<file path="src/rtl/gcs_pkg.sv">
/*
 package of constants for the gate current sequencer.
 assumes a 50 MHz aclk and an AXI4-Lite master that configures it.
*/
// Function
// - turn-on begins with pre-charge current for the pre-charge time
// - then side-specific turn-on current for the turn-on slew time
// - then full 1.5 A current for the rest of the transition
// - turn-off mirrors: pre-discharge, side sink current, then full sink
// - slew currents per side; pre currents shared by both sides
// - pre-current enable clear selects maximum current for pre phases
// - pre current has 17 choices: 16 codes plus maximum
// - a drive time of zero skips its phase
// - comparator trip forces hold current in any phase
// - comparator trip is deglitched for a fixed time first
// - one configuration set serves all six drivers
package gcs_pkg;
    localparam int gcs_clk_mhz = 50;
    localparam int gcs_tick_ns = 100;
    localparam int gcs_tick_cyc = (gcs_tick_ns * gcs_clk_mhz + 999) / 1000;
    localparam int gcs_degl_ns = 200;
    localparam int gcs_degl_cyc = (gcs_degl_ns * gcs_clk_mhz + 999) / 1000;
    localparam logic [7:0] gcs_off_curr = 8'h00;
    localparam logic [7:0] gcs_off_pre = 8'h04;
    localparam logic [7:0] gcs_off_time = 8'h08;
    localparam logic [7:0] gcs_off_stat = 8'h0c;
    localparam logic [31:0] gcs_rst_curr = 32'h0000_0000;
    localparam logic [31:0] gcs_rst_pre = 32'h0000_0000;
    localparam logic [31:0] gcs_rst_time = 32'h0000_0000;
    localparam int gcs_pre_en_bit = 8;
    // current selector codes on the gate current output
    localparam logic [2:0] gcs_sel_none = 3'h0;
    localparam logic [2:0] gcs_sel_pre = 3'h1;
    localparam logic [2:0] gcs_sel_slew = 3'h2;
    localparam logic [2:0] gcs_sel_full = 3'h3;
    localparam logic [2:0] gcs_sel_hold = 3'h4;
    localparam logic [4:0] gcs_code_max = 5'h10;
    typedef enum logic [2:0] {
        gcs_idle = 3'b000,
        gcs_pre = 3'b001,
        gcs_slew = 3'b010,
        gcs_full = 3'b011,
        gcs_hold = 3'b100
    } gcs_state_t;
endpackage

</file>
<file path="src/rtl/gcs_channel.sv">
/*
 sequencer for one gate driver output.
 assumes shared settings and tick from the top.
*/
`timescale 1ns/10ps
module gcs_channel
    import gcs_pkg::*;
(
    input wire logic aclk,
    input wire logic aresetn,
    input wire logic cmd,
    input wire logic tick,
    input wire logic cmp,
    input wire logic [3:0] slew_on,
    input wire logic [3:0] slew_off,
    input wire logic [3:0] pre_on,
    input wire logic [3:0] pre_off,
    input wire logic pre_en,
    input wire logic [7:0] t1,
    input wire logic [7:0] t2,
    input wire logic [7:0] t3,
    input wire logic [7:0] t4,
    output logic gate,
    output logic [2:0] sel,
    output logic [4:0] code
);
    gcs_state_t state, next_state;
    logic [7:0] cnt;
    logic cmd_d;
    logic trip;
    wire edge_w = cmd != cmd_d;
    wire [7:0] ta = cmd ? t1 : t3;
    wire [7:0] tb = cmd ? t2 : t4;
    wire done = tick && (cnt <= 8'h01);
    wire [4:0] pre_code = pre_en ? {1'b0, (cmd ? pre_on : pre_off)}
                                 : gcs_code_max;
    wire [4:0] slew_code = {1'b0, (cmd ? slew_on : slew_off)};
    gcs_deglitch u_degl (
        .aclk(aclk),
        .aresetn(aresetn),
        .clr(edge_w),
        .cmp(cmp),
        .trip(trip)
    );
    always_comb begin
        next_state = state;
        case (state)
            gcs_idle: next_state = state;
            gcs_pre: if (done) next_state = (tb != 8'h00) ? gcs_slew : gcs_full;
            gcs_slew: if (done) next_state = gcs_full;
            gcs_full: next_state = state;
            gcs_hold: next_state = state;
            default: next_state = gcs_idle;
        endcase
        if (edge_w) begin
            if (ta != 8'h00) next_state = gcs_pre;
            else if (tb != 8'h00) next_state = gcs_slew;
            else next_state = gcs_full;
        end else if (trip && state != gcs_idle) begin
            next_state = gcs_hold;
        end
    end
    always_ff @(posedge aclk) begin
        if (!aresetn) begin
            state <= gcs_idle;
            cnt <= 8'h00;
            cmd_d <= 1'b0;
            gate <= 1'b0;
            sel <= gcs_sel_none;
            code <= 5'h00;
        end else begin
            cmd_d <= cmd;
            gate <= cmd;
            state <= next_state;
            if (next_state == gcs_pre && state != gcs_pre) cnt <= ta;
            else if (next_state == gcs_slew && state != gcs_slew) cnt <= tb;
            else if (tick && cnt != 8'h00) cnt <= cnt - 8'h01;
            case (next_state)
                gcs_pre: begin
                    sel <= gcs_sel_pre;
                    code <= pre_code;
                end
                gcs_slew: begin
                    sel <= gcs_sel_slew;
                    code <= slew_code;
                end
                gcs_full: begin
                    sel <= gcs_sel_full;
                    code <= gcs_code_max;
                end
                gcs_hold: begin
                    sel <= gcs_sel_hold;
                    code <= 5'h00;
                end
                default: begin
                    sel <= gcs_sel_none;
                    code <= 5'h00;
                end
            endcase
        end
    end
endmodule

</file>
<file path="src/rtl/gcs_deglitch.sv">
/*
 deglitch filter for one gate-source comparator.
 assumes cmp is synchronous to aclk.
*/
`timescale 1ns/10ps
module gcs_deglitch
    import gcs_pkg::*;
(
    input wire logic aclk,
    input wire logic aresetn,
    input wire logic clr,
    input wire logic cmp,
    output logic trip
);
    logic [3:0] cnt;
    localparam logic [3:0] lim = 4'(gcs_degl_cyc);
    always_ff @(posedge aclk) begin
        if (!aresetn || clr || !cmp) begin
            cnt <= 4'h0;
            trip <= 1'b0;
        end else if (cnt == lim) begin
            trip <= 1'b1;
        end else begin
            cnt <= cnt + 4'h1;
        end
    end
endmodule

</file>
<file path="src/rtl/gcs_top.sv">
/*
 gate current sequencer top: AXI4-Lite settings and six channels.
 assumes one aclk domain and synchronous command and comparator inputs.
*/
// Local design decisions: the AXI4-Lite register port and the register offsets.
`timescale 1ns/10ps
module gcs_top
    import gcs_pkg::*;
(
    input wire logic aclk,
    input wire logic aresetn,
    input wire logic [7:0] s_axi_awaddr,
    input wire logic s_axi_awvalid,
    output logic s_axi_awready,
    input wire logic [31:0] s_axi_wdata,
    input wire logic [3:0] s_axi_wstrb,
    input wire logic s_axi_wvalid,
    output logic s_axi_wready,
    output logic [1:0] s_axi_bresp,
    output logic s_axi_bvalid,
    input wire logic s_axi_bready,
    input wire logic [7:0] s_axi_araddr,
    input wire logic s_axi_arvalid,
    output logic s_axi_arready,
    output logic [31:0] s_axi_rdata,
    output logic [1:0] s_axi_rresp,
    output logic s_axi_rvalid,
    input wire logic s_axi_rready,
    input wire logic [5:0] gate_cmd,
    input wire logic [5:0] vgs_cmp,
    output logic [5:0] gate_out,
    output logic [17:0] gate_sel,
    output logic [29:0] gate_code
);
    // curr: hs_on[3:0] hs_off[7:4] ls_on[11:8] ls_off[15:12]
    // pre: pre_on[3:0] pre_off[7:4] pre_en[8]; time: t1..t4 bytes
    logic [31:0] curr_reg, pre_reg, time_reg;
    logic [7:0] aw_a;
    logic aw_h, w_h;
    logic [31:0] w_d;
    logic [3:0] w_s;
    logic [7:0] tcnt;
    logic tick;
    logic [5:0] gate_w;
    logic [17:0] sel_w;
    logic [29:0] code_w;
    function automatic logic [31:0] wmerge(input logic [31:0] o,
                                           input logic [31:0] d,
                                           input logic [3:0] s);
        logic [31:0] r;
        r = o;
        for (int i = 0; i < 4; i++) begin
            if (s[i]) r[i*8 +: 8] = d[i*8 +: 8];
        end
        return r;
    endfunction
    wire do_w = aw_h && w_h && !s_axi_bvalid;
    wire w_ok = aw_a == gcs_off_curr || aw_a == gcs_off_pre ||
                aw_a == gcs_off_time;
    wire w_ok_r = s_axi_araddr == gcs_off_curr ||
                  s_axi_araddr == gcs_off_pre || s_axi_araddr == gcs_off_time;
    wire r_ok = w_ok_r || s_axi_araddr == gcs_off_stat;
    wire [31:0] stat_w = {26'h000_0000, gate_w};
    wire [31:0] rd_w = s_axi_araddr == gcs_off_curr ? curr_reg :
                       s_axi_araddr == gcs_off_pre ? pre_reg :
                       s_axi_araddr == gcs_off_time ? time_reg :
                       s_axi_araddr == gcs_off_stat ? stat_w : 32'h0000_0000;
    wire do_r = s_axi_arvalid && s_axi_arready;
    always_ff @(posedge aclk) begin
        if (!aresetn) begin
            s_axi_awready <= 1'b1;
            s_axi_wready <= 1'b1;
            aw_h <= 1'b0;
            w_h <= 1'b0;
            aw_a <= 8'h00;
            w_d <= 32'h0000_0000;
            w_s <= 4'h0;
            s_axi_bvalid <= 1'b0;
            s_axi_bresp <= 2'b00;
            curr_reg <= gcs_rst_curr;
            pre_reg <= gcs_rst_pre;
            time_reg <= gcs_rst_time;
        end else begin
            if (s_axi_awvalid && s_axi_awready) begin
                aw_a <= s_axi_awaddr;
                aw_h <= 1'b1;
                s_axi_awready <= 1'b0;
            end
            if (s_axi_wvalid && s_axi_wready) begin
                w_d <= s_axi_wdata;
                w_s <= s_axi_wstrb;
                w_h <= 1'b1;
                s_axi_wready <= 1'b0;
            end
            if (do_w) begin
                if (aw_a == gcs_off_curr) curr_reg <= wmerge(curr_reg, w_d, w_s);
                if (aw_a == gcs_off_pre) pre_reg <= wmerge(pre_reg, w_d, w_s);
                if (aw_a == gcs_off_time) time_reg <= wmerge(time_reg, w_d, w_s);
                s_axi_bresp <= w_ok ? 2'b00 : 2'b10;
                s_axi_bvalid <= 1'b1;
                aw_h <= 1'b0;
                w_h <= 1'b0;
            end
            if (s_axi_bvalid && s_axi_bready) begin
                s_axi_bvalid <= 1'b0;
                s_axi_awready <= 1'b1;
                s_axi_wready <= 1'b1;
            end
        end
    end
    always_ff @(posedge aclk) begin
        if (!aresetn) begin
            s_axi_arready <= 1'b1;
            s_axi_rvalid <= 1'b0;
            s_axi_rdata <= 32'h0000_0000;
            s_axi_rresp <= 2'b00;
        end else if (do_r) begin
            s_axi_rdata <= rd_w;
            s_axi_rresp <= r_ok ? 2'b00 : 2'b10;
            s_axi_rvalid <= 1'b1;
            s_axi_arready <= 1'b0;
        end else if (s_axi_rvalid && s_axi_rready) begin
            s_axi_rvalid <= 1'b0;
            s_axi_arready <= 1'b1;
        end
    end
    // time base for drive-time counting
    always_ff @(posedge aclk) begin
        if (!aresetn || tick) begin
            tcnt <= 8'h00;
        end else begin
            tcnt <= tcnt + 8'h01;
        end
    end
    assign tick = tcnt == 8'(gcs_tick_cyc - 1);
    for (genvar g = 0; g < 6; g++) begin : ch
        // even channels high side, odd low side
        localparam int sb = (g % 2) * 8;
        gcs_channel u_ch (
            .aclk(aclk),
            .aresetn(aresetn),
            .cmd(gate_cmd[g]),
            .tick(tick),
            .cmp(vgs_cmp[g]),
            .slew_on(curr_reg[sb +: 4]),
            .slew_off(curr_reg[sb + 4 +: 4]),
            .pre_on(pre_reg[3:0]),
            .pre_off(pre_reg[7:4]),
            .pre_en(pre_reg[gcs_pre_en_bit]),
            .t1(time_reg[7:0]),
            .t2(time_reg[15:8]),
            .t3(time_reg[23:16]),
            .t4(time_reg[31:24]),
            .gate(gate_w[g]),
            .sel(sel_w[g*3 +: 3]),
            .code(code_w[g*5 +: 5])
        );
    end
    always_ff @(posedge aclk) begin
        if (!aresetn) begin
            gate_out <= 6'h00;
            gate_sel <= 18'h0_0000;
            gate_code <= 30'h0000_0000;
        end else begin
            gate_out <= gate_w;
            gate_sel <= sel_w;
            gate_code <= code_w;
        end
    end
endmodule
</file>
<file path="config.mk">
export PLATFORM = sky130hd
export DESIGN_NAME = gcs_top
export DESIGN_NICKNAME = d
export VERILOG_FILES = /design/src/rtl/gcs_pkg.sv /design/src/rtl/gcs_channel.sv /design/src/rtl/gcs_deglitch.sv /design/src/rtl/gcs_top.sv
export SDC_FILE = /design/constraint.sdc
export NUM_CORES = 1
export LEC_CHECK = 0
export BUFFER_PORTS_ARGS = -buffer_cell sky130_fd_sc_hd__buf_4
export CORE_AREA = 2 2 205 207
export DETAILED_ROUTE_END_ITERATION = 8
export DIE_AREA = 0 0 207 209
export HOLD_SLACK_MARGIN = 0.03
export MAX_ROUTING_LAYER = met4
export SYNTH_ARGS = -nofsm -noshare
export SYNTH_HDL_FRONTEND = slang
export SYNTH_SLANG_ARGS = --single-unit
</file>
<file path="constraint.sdc">
create_clock -name aclk -period 4.9 [get_ports aclk]
set_input_delay 0.735 -clock aclk [delete_from_list [all_inputs] [get_ports aclk]]
set_output_delay 0.735 -clock aclk [all_outputs]
set_load 0.02 [all_outputs]
</file>
==> flow_metrics.tcl <==
set metrics [dict create \
    final_common_cell "dfxtp_1" \
    outcome "finished, final reports clean" \
    wl_mm 56.1 \
    fin_skew_ns 0.0204 \
    holdCritStartpoint "s_axi_wvalid" \
    setup_tns_ns 0 \
    critPathKind "flip-flop to flip-flop" \
    final_nets 2233 \
    cts_tree "done" \
    syn_to_final_growth_pct 16.6 \
    gr-total-overflow 0 \
    netlist_top_cells_area "dfxtp_1 43%, mux2i_1 12%, nor2_1 5.7%, mux2_2 4.2%, nand2_1 3.4%" \
    drv_slew 0 \
    ys_seq_elements 393 \
    worstPathArrival_ns 3.87 \
    rsz0062_at_grt "false" \
    antenna_found_initial 3 \
    route.vias.total 15406 \
    p_leak_uw 0.00933 \
    grt_pass1_wl_mm 87.4 \
    r2r_start "tcnt[0]" \
    core_region_area_um2 41300 \
    drive_gt1_share_pct 16.7 \
    regToRegSetupSlack_ns 1.46 \
    power_density_nw_per_um2 349 \
    clk_pin_slew_worst_paths_ns 0.06 \
    synth_edf_count 0 \
    finalCriticalPeriod_ns 3.44 \
    worstHoldPathCells 2 \
    rows 75 \
    post-route-period-util_pct 70.3 \
    initial_core_util_pct 44.5 \
    met2_usage_pct 40.6 \
    maxCapViolations 0 \
    cp-startpoint "tcnt[0]" \
    synth_top_cell_by_area "dfxtp_1" \
    use_met1_pct 33.9 \
    critical_path_buf_inv_count 1 \
    place_hpwl_mm 38.7 \
    die_area_um2 43300 \
    cp.depth 8 \
    top_usage_layer "met2" \
    critical_path.max_fanout 20 \
    cts_buffer_depth 3 \
    final_cells 2709 \
    synthCells 2031 \
    hold_violations 0 \
    placedCellCount 2630 \
    slowest_stage "o211ai_1" \
    crit_path_end_kind "flip-flop" \
    htree_levels 2 \
    routedWlPerCell_um 20.7 \
    worstSetupStartpointType "flip-flop" \
    r2r_cells 8 \
    grt_start_max_net_pins 111 \
    yosys_warnings 0 \
    critPathRequiredTime_ns 5.32 \
    yosysSeqAreaShare_pct 42.8 \
    clock_latency_ns 0.58 \
    post-cts-setup-buffer-count 0 \
    fillers 3887 \
    layout_common_cells "393 x dfxtp_1, 277 x nor2_1, 214 x mux2i_1, 193 x buf_4, 167 x nand2_1" \
    critPathMaxStageDelay_ns 0.97 \
    hold_buffers 0 \
    via_per_inst 5.69 \
    largest_register_ffs 48 \
    synth.top_cell.area_share_pct 42.8 \
    setup_viol 0 \
    multi_input_area_um2 9820 \
    post_cts_resized 0 \
    syn_area_per_cell_um2 9.04 \
    numCtsBuffers 43 \
    route.detailed.drc 0 \
    clock-root-buffer "clkbuf_16" \
    ys.flop_type "dfxtp_1" \
    synthArstFlopShare_pct 0 \
    place_congestion 0.927 \
    ys_types 83 \
    fp.dieH_um 209 \
    grt_pass1_vias 15214 \
    hold_class "input port to flip-flop" \
    slew-limit-headroom_pct 27.2 \
    die_x_um 207 \
    top_register "ch.u_ch.cnt" \
    cpLargestDelayFamily "compound AO/OA/AOI/OAI gates" \
    register_area_um2 7870 \
    crit_chain "inv_1, ha_1, and4bb_1, and2_1, a311oi_2, o211ai_1, mux2i_1, o221ai_1" \
    io_pins 166 \
    irDropWorstVdd_uv 291 \
    io_buffers 163 \
    clock_sinks 393 \
    grtUsageTotal_pct 26.2 \
    drt_iter0_markers 1176 \
    met3_usage_pct 4.49 \
    fmax_ghz 0.290 \
    worst_slew_pin_slew_ns 1.09 \
    drtAntennaViolNets 0 \
    syn_area_um2 18400 \
    first_pass_iters 5 \
]
==> final cells by class <==
class / instances / area share [%]
multi-input combinational: 1469 / 45.9
inverter: 35 / 0.637
clock buffer: 60 / 5.84
antenna: 3 / 0.0351
clock inverter: 16 / 0.853
tap: 539 / 3.15
sequential: 393 / 36.8
timing repair buffer: 194 / 6.86
==> through the flow <==
step | util [%] | power (µW) | worst slack (ns) | hold slack [ns] | area, µm²
floorplan | - | 3990 | 2.24 | 0.412 | 18400
global placement | 48.4 | 4240 | 1.30 | 0.414 | 20000
detailed placement | 48.4 | 4250 | 1.16 | 0.417 | 20000
CTS | 51.8 | 7540 | 1.44 | 0.339 | 21400
global route | 51.8 | 7750 | 1.13 | 0.387 | 21400
finish | 51.8 | 7480 | 1.46 | 0.356 | 21400
==> path summary, 6_finish.rpt <==
check,endpoint
worst max-delay path,ch[0].u_ch.cnt[6]
worst min-delay path,s_axi_wready
worst max register to register,ch[0].u_ch.cnt[6]
worst min register to register,gate_sel[15]
==> power breakdown <==
group	internal [µW]	switching [µW]	leakage (µW)	total (µW)
registers	3300	88.7	0.00320	3390
logic	312	486	0.00543	798
clock network	1940	1350	0.000705	3300
total	5560	1930	0.00933	7480
==> worst reg2reg max path: stages, from the launching register on <==
cell and delay [ns]:
dfxtp_1 0.35, inv_1 0.07, ha_1 0.14, and4bb_1 0.22, and2_1 0.73, a311oi_2 0.40
o211ai_1 0.97, mux2i_1 0.28, o221ai_1 0.14
==> synthesized netlist by cell type, types with 10 or more instances <==
master and n:
a21oi_1 107, a221oi_1 28, a22oi_1 17, and2_1 67, and3_1 10, buf_1 11
buf_2 19, clkbuf_1 100, dfxtp_1 393, ha_1 26, inv_1 35, mux2_2 69
mux2i_1 214, nand2_1 167, nand3_1 74, nand4_1 10, nor2_1 277, nor3_1 45
nor3b_1 13, nor4_1 26, o211ai_1 13, o21ai_0 38, o21ai_1 16, o22a_1 12
o22ai_1 12, or4_1 11, xnor2_1 37, xor2_1 27
==> routing by layer <==
| layer | wire length (µm) | part of all wire (%) |
|---|---|---|
| met1 | 25100 | 45 |
| met2 | 25000 | 45 |
| met3 | 3760 | 6.7 |
| met4 | 2150 | 3.8 |
| met5 | 0 | 0 |
==> logic make-up (layout without fill, tap and decap cells) <==
group,Yosys count,in the layout,share of synthesized area [%]
AO/OA/AOI/OAI,350,350,13.4
XOR/XNOR,64,64,3.05
adder cells (fa/ha/maj),26,26,1.77
buffers and inverters,170,305,3.75
flip-flops,393,393,42.8
multiplexers,285,285,16.0
other,1,5,0.0204
AND/OR/NAND/NOR,742,742,19.2
(Power assumes the default switching activity.)
